`src/ciq_pkg.sv`:
```
// package for the camera identity query responder
// assumes one clock domain; frames arrive already delimited and checked
package ciq_pkg;
  // ======================================
  // command identifiers
  localparam logic [7:0] CMD_VENDOR = 8'h01;
  localparam logic [7:0] CMD_MODEL = 8'h02;
  localparam logic [7:0] CMD_PRODUCT = 8'h03;
  localparam logic [7:0] CMD_SERIAL = 8'h04;
  localparam logic [7:0] CMD_CAM_VER = 8'h05;
  localparam logic [7:0] CMD_MCU_VER = 8'h40;
  localparam logic [7:0] CMD_PL_VER = 8'h41;
  // ======================================
  // frame fields
  localparam logic FLAG_READ = 1'b1;
  localparam logic FLAG_REPLY = 1'b0;
  localparam logic [7:0] LEN_VERSION = 8'h03;
  localparam logic [7:0] LEN_STRING = 8'h10;
  localparam logic [7:0] PL_BYTE3 = 8'h00;
  localparam logic [7:0] ZERO_BYTE = 8'h00;
  localparam int STR_BYTES = 16;
  localparam int HDR_BYTES = 3;
endpackage

```
`src/ciq_payload_rom.sv`:
```
// payload byte lookup for the identity query responder
// assumes strings are presented zero padded to sixteen bytes
module ciq_payload_rom #(
  parameter logic [127:0] VENDOR_STR = 128'h0,
  parameter logic [127:0] MODEL_STR = 128'h0,
  parameter logic [127:0] PRODUCT_STR = 128'h0,
  parameter logic [127:0] SERIAL_STR = 128'h0,
  parameter logic [15:0] MCU_VER = 16'h0100,
  parameter logic [15:0] PL_VER = 16'h0100,
  parameter logic [15:0] CAM_VER = 16'h0100,
  parameter logic [7:0] PROTO_VER = 8'h01
) (
  input wire logic [7:0] cmd,
  input wire logic [3:0] idx,
  output logic [7:0] data
);
  logic [127:0] str;
  // ======================================
  // string select; byte 0 sits in bits 127:120
  always_comb begin
    case (cmd)
      ciq_pkg::CMD_VENDOR: str = VENDOR_STR;
      ciq_pkg::CMD_MODEL: str = MODEL_STR;
      ciq_pkg::CMD_PRODUCT: str = PRODUCT_STR;
      default: str = SERIAL_STR;
    endcase
  end
  // ======================================
  // byte select
  always_comb begin
    data = ciq_pkg::ZERO_BYTE;
    case (cmd)
      ciq_pkg::CMD_MCU_VER: begin
        case (idx)
          4'h0: data = MCU_VER[7:0];
          4'h1: data = MCU_VER[15:8];
          default: data = PROTO_VER;
        endcase
      end
      ciq_pkg::CMD_PL_VER: begin
        case (idx)
          4'h0: data = PL_VER[7:0];
          4'h1: data = PL_VER[15:8];
          default: data = ciq_pkg::PL_BYTE3;
        endcase
      end
      ciq_pkg::CMD_CAM_VER: begin
        case (idx)
          4'h0: data = CAM_VER[7:0];
          4'h1: data = CAM_VER[15:8];
          default: data = PROTO_VER;
        endcase
      end
      // zero padding doubles as terminator; a full string has none
      default: data = str[8'(127 - 8 * idx) -: 8];
    endcase
  end
endmodule

```
`src/ciq_responder.sv`:
```
// camera identity query responder: parses read frames, sends replies
// assumes a byte stream with valid/ready; framing and checksum done outside
module ciq_responder #(
  parameter logic [127:0] VENDOR_STR = 128'h0,
  parameter logic [127:0] MODEL_STR = 128'h0,
  parameter logic [127:0] PRODUCT_STR = 128'h0,
  parameter logic [127:0] SERIAL_STR = 128'h0,
  parameter logic [15:0] MCU_VER = 16'h0100,
  parameter logic [15:0] PL_VER = 16'h0100,
  parameter logic [15:0] CAM_VER = 16'h0100,
  parameter logic [7:0] PROTO_VER = 8'h01
) (
  input wire logic mclk,
  input wire logic rst_n,
  input wire logic [7:0] rx_data,
  input wire logic rx_valid,
  output logic rx_ready,
  output logic [7:0] tx_data,
  output logic tx_valid,
  output logic tx_last,
  input wire logic tx_ready,
  output logic bad_frame
);
  typedef enum logic [5:0] {
    ST_ID = 6'h01,
    ST_FLAG = 6'h02,
    ST_LEN = 6'h04,
    ST_HDR = 6'h08,
    ST_DATA = 6'h10,
    ST_DROP = 6'h20
  } ciq_state_t;

  ciq_state_t state_reg, state_next;
  logic [7:0] cmd_reg, cmd_next;
  logic [7:0] len_reg, len_next;
  logic [3:0] idx_reg, idx_next;
  logic [1:0] hdr_reg, hdr_next;
  logic [7:0] tx_data_reg, tx_data_next;
  logic tx_valid_reg, tx_valid_next;
  logic tx_last_reg, tx_last_next;
  logic rx_ready_reg, rx_ready_next;
  logic bad_reg, bad_next;
  logic [7:0] rom_byte;
  logic [7:0] cur_idx;
  logic known_len;
  logic take;
  logic send;

  ciq_payload_rom #(
    .VENDOR_STR(VENDOR_STR),
    .MODEL_STR(MODEL_STR),
    .PRODUCT_STR(PRODUCT_STR),
    .SERIAL_STR(SERIAL_STR),
    .MCU_VER(MCU_VER),
    .PL_VER(PL_VER),
    .CAM_VER(CAM_VER),
    .PROTO_VER(PROTO_VER)
  ) u_rom (
    .cmd(cmd_reg),
    // the registered index: the byte loaded now is the one it points at
    .idx(idx_reg),
    .data(rom_byte)
  );

  // ======================================
  // expected length per command; unknown ids or lengths are not answered
  always_comb begin
    case (cmd_reg)
      ciq_pkg::CMD_VENDOR, ciq_pkg::CMD_MODEL, ciq_pkg::CMD_PRODUCT,
      ciq_pkg::CMD_SERIAL: known_len = (rx_data == ciq_pkg::LEN_STRING);
      ciq_pkg::CMD_CAM_VER, ciq_pkg::CMD_MCU_VER,
      ciq_pkg::CMD_PL_VER: known_len = (rx_data == ciq_pkg::LEN_VERSION);
      default: known_len = 1'b0;
    endcase
  end

  assign take = rx_valid & rx_ready_reg;
  // a byte leaves when the held output is empty or being accepted
  assign send = ~tx_valid_reg | tx_ready;
  assign cur_idx = {4'h0, idx_reg};

  // ======================================
  // frame parse and reply sequencer
  always_comb begin
    state_next = state_reg;
    cmd_next = cmd_reg;
    len_next = len_reg;
    idx_next = idx_reg;
    hdr_next = hdr_reg;
    tx_data_next = tx_data_reg;
    tx_valid_next = tx_valid_reg & ~tx_ready;
    tx_last_next = tx_last_reg & ~tx_ready;
    rx_ready_next = rx_ready_reg;
    bad_next = 1'b0;
    case (state_reg)
      ST_ID: begin
        if (take) begin
          cmd_next = rx_data;
          state_next = ST_FLAG;
        end
      end
      ST_FLAG: begin
        if (take) begin
          // a write frame has data bytes we cannot size here; drop it
          if (rx_data[0] == ciq_pkg::FLAG_READ) begin
            state_next = ST_LEN;
          end else begin
            bad_next = 1'b1;
            state_next = ST_ID;
          end
        end
      end
      ST_LEN: begin
        if (take) begin
          if (known_len) begin
            // whole read frame is in: only now start replying
            len_next = rx_data;
            hdr_next = 2'd0;
            idx_next = 4'h0;
            rx_ready_next = 1'b0;
            state_next = ST_HDR;
          end else begin
            bad_next = 1'b1;
            state_next = ST_ID;
          end
        end
      end
      ST_HDR: begin
        if (send) begin
          tx_valid_next = 1'b1;
          tx_last_next = 1'b0;
          case (hdr_reg)
            2'd0: tx_data_next = cmd_reg;
            2'd1: tx_data_next = {7'h00, ciq_pkg::FLAG_REPLY};
            default: tx_data_next = len_reg;
          endcase
          hdr_next = hdr_reg + 2'd1;
          if (hdr_reg == 2'(ciq_pkg::HDR_BYTES - 1)) begin
            state_next = ST_DATA;
          end
        end
      end
      ST_DATA: begin
        if (send) begin
          tx_valid_next = 1'b1;
          tx_data_next = rom_byte;
          tx_last_next = (cur_idx == len_reg - 8'h01);
          idx_next = idx_reg + 4'h1; // ascending order
          if (cur_idx == len_reg - 8'h01) begin
            rx_ready_next = 1'b1;
            state_next = ST_ID;
          end
        end
      end
      default: begin
        rx_ready_next = 1'b1;
        state_next = ST_ID;
      end
    endcase
  end

  // ======================================
  // registers
  always_ff @(posedge mclk or negedge rst_n) begin
    if (!rst_n) begin
      state_reg <= ST_ID;
      cmd_reg <= 8'h00;
      len_reg <= 8'h00;
      idx_reg <= 4'h0;
      hdr_reg <= 2'd0;
      tx_data_reg <= 8'h00;
      tx_valid_reg <= 1'b0;
      tx_last_reg <= 1'b0;
      rx_ready_reg <= 1'b1;
      bad_reg <= 1'b0;
    end else begin
      state_reg <= state_next;
      cmd_reg <= cmd_next;
      len_reg <= len_next;
      idx_reg <= idx_next;
      hdr_reg <= hdr_next;
      tx_data_reg <= tx_data_next;
      tx_valid_reg <= tx_valid_next;
      tx_last_reg <= tx_last_next;
      rx_ready_reg <= rx_ready_next;
      bad_reg <= bad_next;
    end
  end

  assign rx_ready = rx_ready_reg;
  assign tx_data = tx_data_reg;
  assign tx_valid = tx_valid_reg;
  assign tx_last = tx_last_reg;
  assign bad_frame = bad_reg;
endmodule

```
`config.mk`:
```
export PLATFORM = sky130hd
export DESIGN_NAME = ciq_responder
export DESIGN_NICKNAME = d
export VERILOG_FILES = /design/src/ciq_pkg.sv /design/src/ciq_payload_rom.sv /design/src/ciq_responder.sv
export SDC_FILE = /design/constraint.sdc
export NUM_CORES = 1
export LEC_CHECK = 0
export ABC_AREA = 1
export BUFFER_PORTS_ARGS = -buffer_cell sky130_fd_sc_hd__buf_2
export CORE_ASPECT_RATIO = 1.1
export CORE_MARGIN = 4
export CORE_UTILIZATION = 36
export DETAILED_ROUTE_END_ITERATION = 6
export RECOVER_POWER = 25
export SYNTH_ARGS = -nofsm -noshare
export SYNTH_HDL_FRONTEND = slang
export SYNTH_SLANG_ARGS = --single-unit
```
`constraint.sdc`:
```
create_clock -name mclk -period 1.4 [get_ports mclk]
set_clock_uncertainty 0.05 [all_clocks]
set_input_delay 0.28 -clock mclk [delete_from_list [all_inputs] [get_ports mclk]]
set_output_delay 0.28 -clock mclk [all_outputs]
set_load 0.1 [all_outputs]
```
==> results of run 1 <==
==> power groups by stage <==
stage / Clock [W] / Combinational (W) / Sequential [W]
global route: 0.000920 / 0.00242 / 0.00148
finish: 0.000846 / 0.00225 / 0.00146
detailed placement: 0 / 0.00159 / 0.00146
floorplan: 0 / 0.000886 / 0.00157
global placement: 0 / 0.00157 / 0.00146
CTS: 0.000866 / 0.00184 / 0.00144
==> through the flow <==
stage          instance area, µm²  utilization  power [W]  setup TNS [ps]  worst slack [ps]
4_1_cts                      3390        0.574    0.00415           -3350              -240
6_report                     3640        0.615    0.00455           -6340              -330
3_5_place_dp                 3140        0.530    0.00305           -4260              -282
5_1_grt                      3640        0.615    0.00482           -9860              -429
2_1_floorplan                2350            -    0.00245           -1380              -160
3_3_place_gp                 3140        0.530    0.00303           -3790              -220
==> placed cells by master, fill, tap and decap left out, drive strengths merged <==
cell	count
o22ai	8
or2	2
nor3	3
o21ai	17
nand3	25
dfrtp	37
nand3b	1
nand2	97
nor2	39
ha	7
dlygate4sd3	1
o211ai	1
clkbuf	10
xor2	1
dfstp	2
and3	1
inv	43
nand4	5
a21oi	8
buf	93
==> cell type report <==
class,instances,area [µm²],area share
multi-input cells,215,1410,0.388
flip-flops and latches,39,986,0.271
inverters,43,174,0.0478
well taps,77,96.3,0.0265
clock buffers,8,100,0.0275
repair buffers,96,871,0.239
==> metal layers <==
metal,global-route usage,share of wire,routed length (µm),vias up
met5,0,0,0,-
met4,0.0654,0.025,158,0
met3,0.0265,0.040,254,12
met2,0.283,0.51,3240,57
met1,0.184,0.42,2660,1057
li1,-,-,-,1151
==> Yosys cell counts <==
library cell  count
nand4_2           1
o21ai_0          12
nand2_4           1
or2_2             2
nand3_1          24
nand2_2           8
buf_2             1
o21ai_2           1
nor2_4            1
clkbuf_1          1
nand2_1          86
nor3_1            3
nand3_2           1
and3_1            1
o211ai_1          1
nand4_1           3
nand3b_1          1
nand4_4           1
inv_1            29
nor2_2            6
dfstp_2           2
ha_1              7
nor2_1           29
o22ai_1           8
o21ai_1           4
buf_1             1
a21oi_1           8
nor2_8            2
inv_2            14
dfrtp_1          37
xor2_1            1
==> kinds of logic (layout without fill, tap and decap cells) <==
kind of cell / count (synthesis) / count (layout)
AND/OR/NAND/NOR: 170 / 173
flip-flops: 39 / 39
adder cells (fa/ha/maj): 7 / 7
AO/OA/AOI/OAI: 34 / 34
buffers and inverters: 46 / 147
XOR/XNOR: 1 / 1
==> critical path: stages (launching register included) <==
cell and delay (ps):
dfrtp_1 390, inv_2 90, nand2_1 90, nor2_1 160, nand2_2 90, nand2_4 80, nor2_4 40, nand2_4 70
nand4_4 210, nand2_2 170, nand2_4 80, nand2_2 70, nand2_2 40
==> worst max path at each step <==
| stage | startpoint | endpoint | slack, ps | cells after the start |
|---|---|---|---|---|
| final | cmd_reg[1] | idx_reg[1] | -330 | 12 |
| after global routing | len_reg[0] | state_reg[4] | -430 | 13 |
| after CTS | len_reg[1] | state_reg[4] | -240 | 13 |
| after detailed placement | len_reg[0] | state_reg[4] | -280 | 13 |
| after global placement | len_reg[0] | state_reg[0] | -220 | 13 |
| after floorplan | tx_valid | state_reg[4] | -160 | 11 |
==> repair_timing <==
item	in CTS	in global routing
cloned	0	3
pin swaps	20	27
buffers inserted	8	9
gates resized for setup	27	49
endpoints found under the setup margin	39	40
hold endpoints to repair	12	0
hold buffers	1	0
==> flow_summary.json, run 1 <==
{
  "status": "complete, but fails checks",
  "failed_checks": "negative setup slack",
  "clk_pin_slew_ps": 80,
  "worst-setup-path-type": "register to register",
  "worstHoldPathType": "input pin to register",
  "dp_hpwl_um": 4330,
  "grt_setup_unrepaired": "yes",
  "clkSinkCount": 39,
  "tritoncts": "yes",
  "tightestPinTransition_ps": 813,
  "ys_seq_elements": 39,
  "initial_core_util": 0.379,
  "viasPerCell": 4.76,
  "core-area_um2": 5910,
  "yosys.area_share.simple": 0.360,
  "placedCellCount": 451,
  "vias": 2277,
  "yosys.area_share.adder": 0.0391,
  "port-buffer-count": 23,
  "netlist_instances": 297,
  "worstReg2RegEnd": "idx_reg[1]",
  "synthXorXnorAreaFrac": 0.00391,
  "area_delta_synth_final_pct": 62.3,
  "p_leak_nw": 1.86,
  "row_count": 29,
  "cp-end-kind": "register",
  "synth-compound-area-share": 0.0832,
  "n_fill_cell": 496,
  "ant_nets": 0,
  "min_from": "rx_data[4]",
  "worst_slack_ps": -330,
  "clock-root-buffer": "clkbuf_8",
  "final_cell_count_no_fill": 478,
  "vdd_drop_max_mv": 1.40,
  "overflow": 0,
  "fmax_mhz": 578,
  "track_usage": 0.158,
  "comb_power_share": 0.494,
  "grt_pass1_wl_um": 9760,
  "netlist_area_um2": 2240,
  "drive_above_1_share": 0.509,
  "firstDrtPassIters": 4,
  "yosysWarnings": 0,
  "h-tree-depth": 2,
  "cts_made_buffers": 5,
  "critPathRequiredTime_ps": 1540,
  "min_period_ps": 1730,
  "antenna_found_initial": 0,
  "ys_seq_area_frac": 0.437,
  "grt_start_max_net_pins": 21,
  "n_antenna_cell": 0,
  "dieArea_um2": 7550,
  "io_pins": 24,
  "reg2reg_from": "cmd_reg[1]",
  "final_hold_viol_count": 0,
  "hold_path_depth": 3,
  "critPathLaunchType": "register",
  "synth_top_family_by_area": "simple AND/OR/NAND/NOR gates",
  "synth_top_area_cell": "dfrtp_1",
  "synthesis.nets": 316,
  "setup_viol": 36,
  "synthMuxAreaShare": 0,
  "die_y_um": 90.8,
  "maxCapViolCount": 0,
  "die_x_um": 83.2,
  "swShare": 0.385,
  "synth.top_cell.area_share": 0.413,
  "finalCritPeriodShare": 1.24,
  "gp_congestion": 0.805,
  "seqPwrFrac": 0.320,
  "nets": 419,
  "slew_viol_final": 0,
  "routedWlPerCell_um": 13.2,
  "r2r_slack_ps": -330,
  "maxSlewHeadroom": 0.458,
  "reg2regPathDepth": 12,
  "ys_types": 31,
  "cts.path.max_buffers": 2,
  "hold_slack_ps": 194,
  "hold_end": "len_reg[4]",
  "drc": 0,
  "clkLatencyLatePin_ps": 290,
  "grt_pass1_vias": 2237,
  "intPower_w": 0.00280,
  "power_switching_w": 0.00175,
  "cp.arrival_ps": 1870,
  "synth_area_leaders": "dfrtp_1, nand2_1, nand3_1, inv_1, nor2_1",
  "clkPwrFrac": 0.186,
  "cp_max_fo": 6,
  "drtIter0Drc": 103,
  "totalWireLength_um": 6310,
  "power.density_nw_per_um2": 1250,
  "syn_area_per_cell_um2": 7.55
}
Note: power is estimated with default switching activity, not from simulation.
==> inputs of run 2 (changes only) <==
- GPL_TIMING_DRIVEN: unset -> 0
==> flow_summary.json, run 2 (same netlist as run 1, synthesis figures left out) <==
{
  "grt_pass1_vias": 1972,
  "cp-end-kind": "register",
  "clkSinkCount": 39,
  "overflow": 0,
  "worst-setup-path-type": "register to register",
  "cp_slowest_cell": "dfrtp_1",
  "dp_hpwl_um": 3740,
  "cp_max_fo": 3,
  "final_common_cell": "nand2_1",
  "track_usage": 0.144,
  "h-tree-depth": 2,
  "firstDrtPassIters": 4,
  "clock-root-buffer": "clkbuf_8",
  "row_count": 29,
  "cts.path.max_buffers": 2,
  "n_antenna_cell": 0,
  "antenna_found_initial": 0,
  "slew_viol_final": 0,
  "dr_wl_met3_um": 230,
  "n_fill_cell": 535,
  "tightestPinTransition_ps": 1000,
  "critPathLaunchType": "register",
  "final_cell_mix": "nand2_1, dfrtp_1, buf_4, nand2_2, inv_1",
  "maxCapViolCount": 0,
  "cts_made_buffers": 5,
  "totalWireLength_um": 5780,
  "die_x_um": 83.2,
  "p_leak_nw": 1.60,
  "cpMostUsedCell": "nand2_2",
  "final_hold_viol_count": 0,
  "nets": 378,
  "fmax_mhz": 571,
  "wl_met1_um": 2630,
  "worstHoldPathType": "input pin to async pin",
  "core-area_um2": 5910,
  "clkLatencyLatePin_ps": 300,
  "clk_pin_slew_ps": 80,
  "maxSlewHeadroom": 0.330,
  "worstPathCellList": "inv_2, ha_4, nand2_2, nand2_2, nor2_2, nand3_2, nor2_2, nand2_2, nand2_2, nand2_2, nor2_4, nand2_1, nand2_1",
  "critPathRequiredTime_ps": 1590,
  "io_pins": 24,
  "drive_above_1_share": 0.450,
  "initial_core_util": 0.379,
  "max_stage_delay_ps": 400,
  "routedWlPerCell_um": 13.2,
  "area_delta_synth_final_pct": 41.3,
  "setup_viol": 36,
  "drc": 0,
  "status": "complete, but fails checks",
  "vdd_drop_max_mv": 1.07,
  "gp_congestion": 0.801,
  "power.density_nw_per_um2": 1340,
  "drtIter0Drc": 135,
  "grt_setup_unrepaired": "yes",
  "cp_top_family": "simple AND/OR/NAND/NOR gates",
  "grt_start_max_net_pins": 40,
  "vias": 2155,
  "port-buffer-count": 23,
  "fin_total_pwr_w": 0.00423,
  "final_cell_area_um2": 3170,
  "cp_num_buf_inv": 1,
  "grt_pass1_wl_um": 8980,
  "worst_slack_ps": -352,
  "routed-wl-met2_um": 2850,
  "dieArea_um2": 7550,
  "ant_nets": 0,
  "tritoncts": "yes",
  "finalCritPeriodShare": 1.25,
  "die_y_um": 90.8,
  "failed_checks": "negative setup slack",
  "place_area_um2": 2560,
  "cp.arrival_ps": 1940,
  "viasPerCell": 4.93,
  "maxUsedRoutingLayer": "met4",
  "min_period_ps": 1750
}
[run 2: cell types whose count changed in the layout (fill, tap and decap cells not counted), sizes merged]
cell         delta
buf            -41
clkbuf          -2
clkinvlp        +2
clkinv          +1
dlygate4sd3     -1
[run 2: cell type report]
class	instances	area, µm²	area share
Buffer	1	5.00	0.00158
Inverter	43	174	0.0549
Timing Repair Buffer	53	408	0.129
Sequential cell	39	987	0.312
Clock buffer	6	72.6	0.0229
Clock inverter	2	12.5	0.00395
Tap cell	77	96.3	0.0304
Multi-Input combinational cell	215	1400	0.443
Timing Repair inverter	1	7.51	0.00237
[run 2: path summary, 6_finish.rpt]
path,start,slack (ps),depth (start not counted),endpoint
setup / recovery,len_reg[1],-350,13,state_reg[2]
hold / removal,rst_n,90,1,tx_data[5]
setup reg to reg,len_reg[1],-350,13,state_reg[2]
hold reg to reg,tx_data[6],440,2,tx_data[6]
max in group asynchronous,rst_n,480,1,tx_valid
min in group mclk,rx_data[4],180,3,len_reg[4]
[run 2: layer usage]
layer,global-route usage,vias to the layer above
li1,-,1070
met1,0.190,1032
met2,0.239,44
met3,0.0292,9
met4,0.0409,0
met5,0,-
[run 2: timing repair]
| action | CTS | global route |
|---|---|---|
| buffers inserted | 17 | 14 |
| endpoints found under the setup margin | 49 | 36 |
| gates resized for setup | 36 | 46 |
| pin swaps | 18 | 27 |
| hold buffers | 0 | 0 |
| cloned | 2 | 2 |
[run 2: report_power, final]
part / total [W] / internal [W] / leakage, nW / switching (W)
Combinational: 0.00198 / 0.000844 / 1.09 / 0.00114
Clock: 0.000769 / 0.000349 / 0.0412 / 0.000420
Sequential: 0.00148 / 0.00132 / 0.470 / 0.000159
[run 2: stage by stage]
| step | setup slack [ps] | setup TNS, ps | std cells | utilization | hold WS (ps) |
|---|---|---|---|---|---|
| final | -352 | -6830 | 437 | 0.535 | 92.0 |
| after global routing | -471 | -10240 | 437 | 0.535 | 189 |
| after CTS | -283 | -5690 | 422 | 0.489 | 88.2 |
| after detailed placement | -397 | -6790 | 397 | 0.432 | 409 |
| after global placement | -415 | -6820 | 397 | 0.432 | 408 |
| after floorplan | -160 | -1380 | 297 | - | -65.6 |
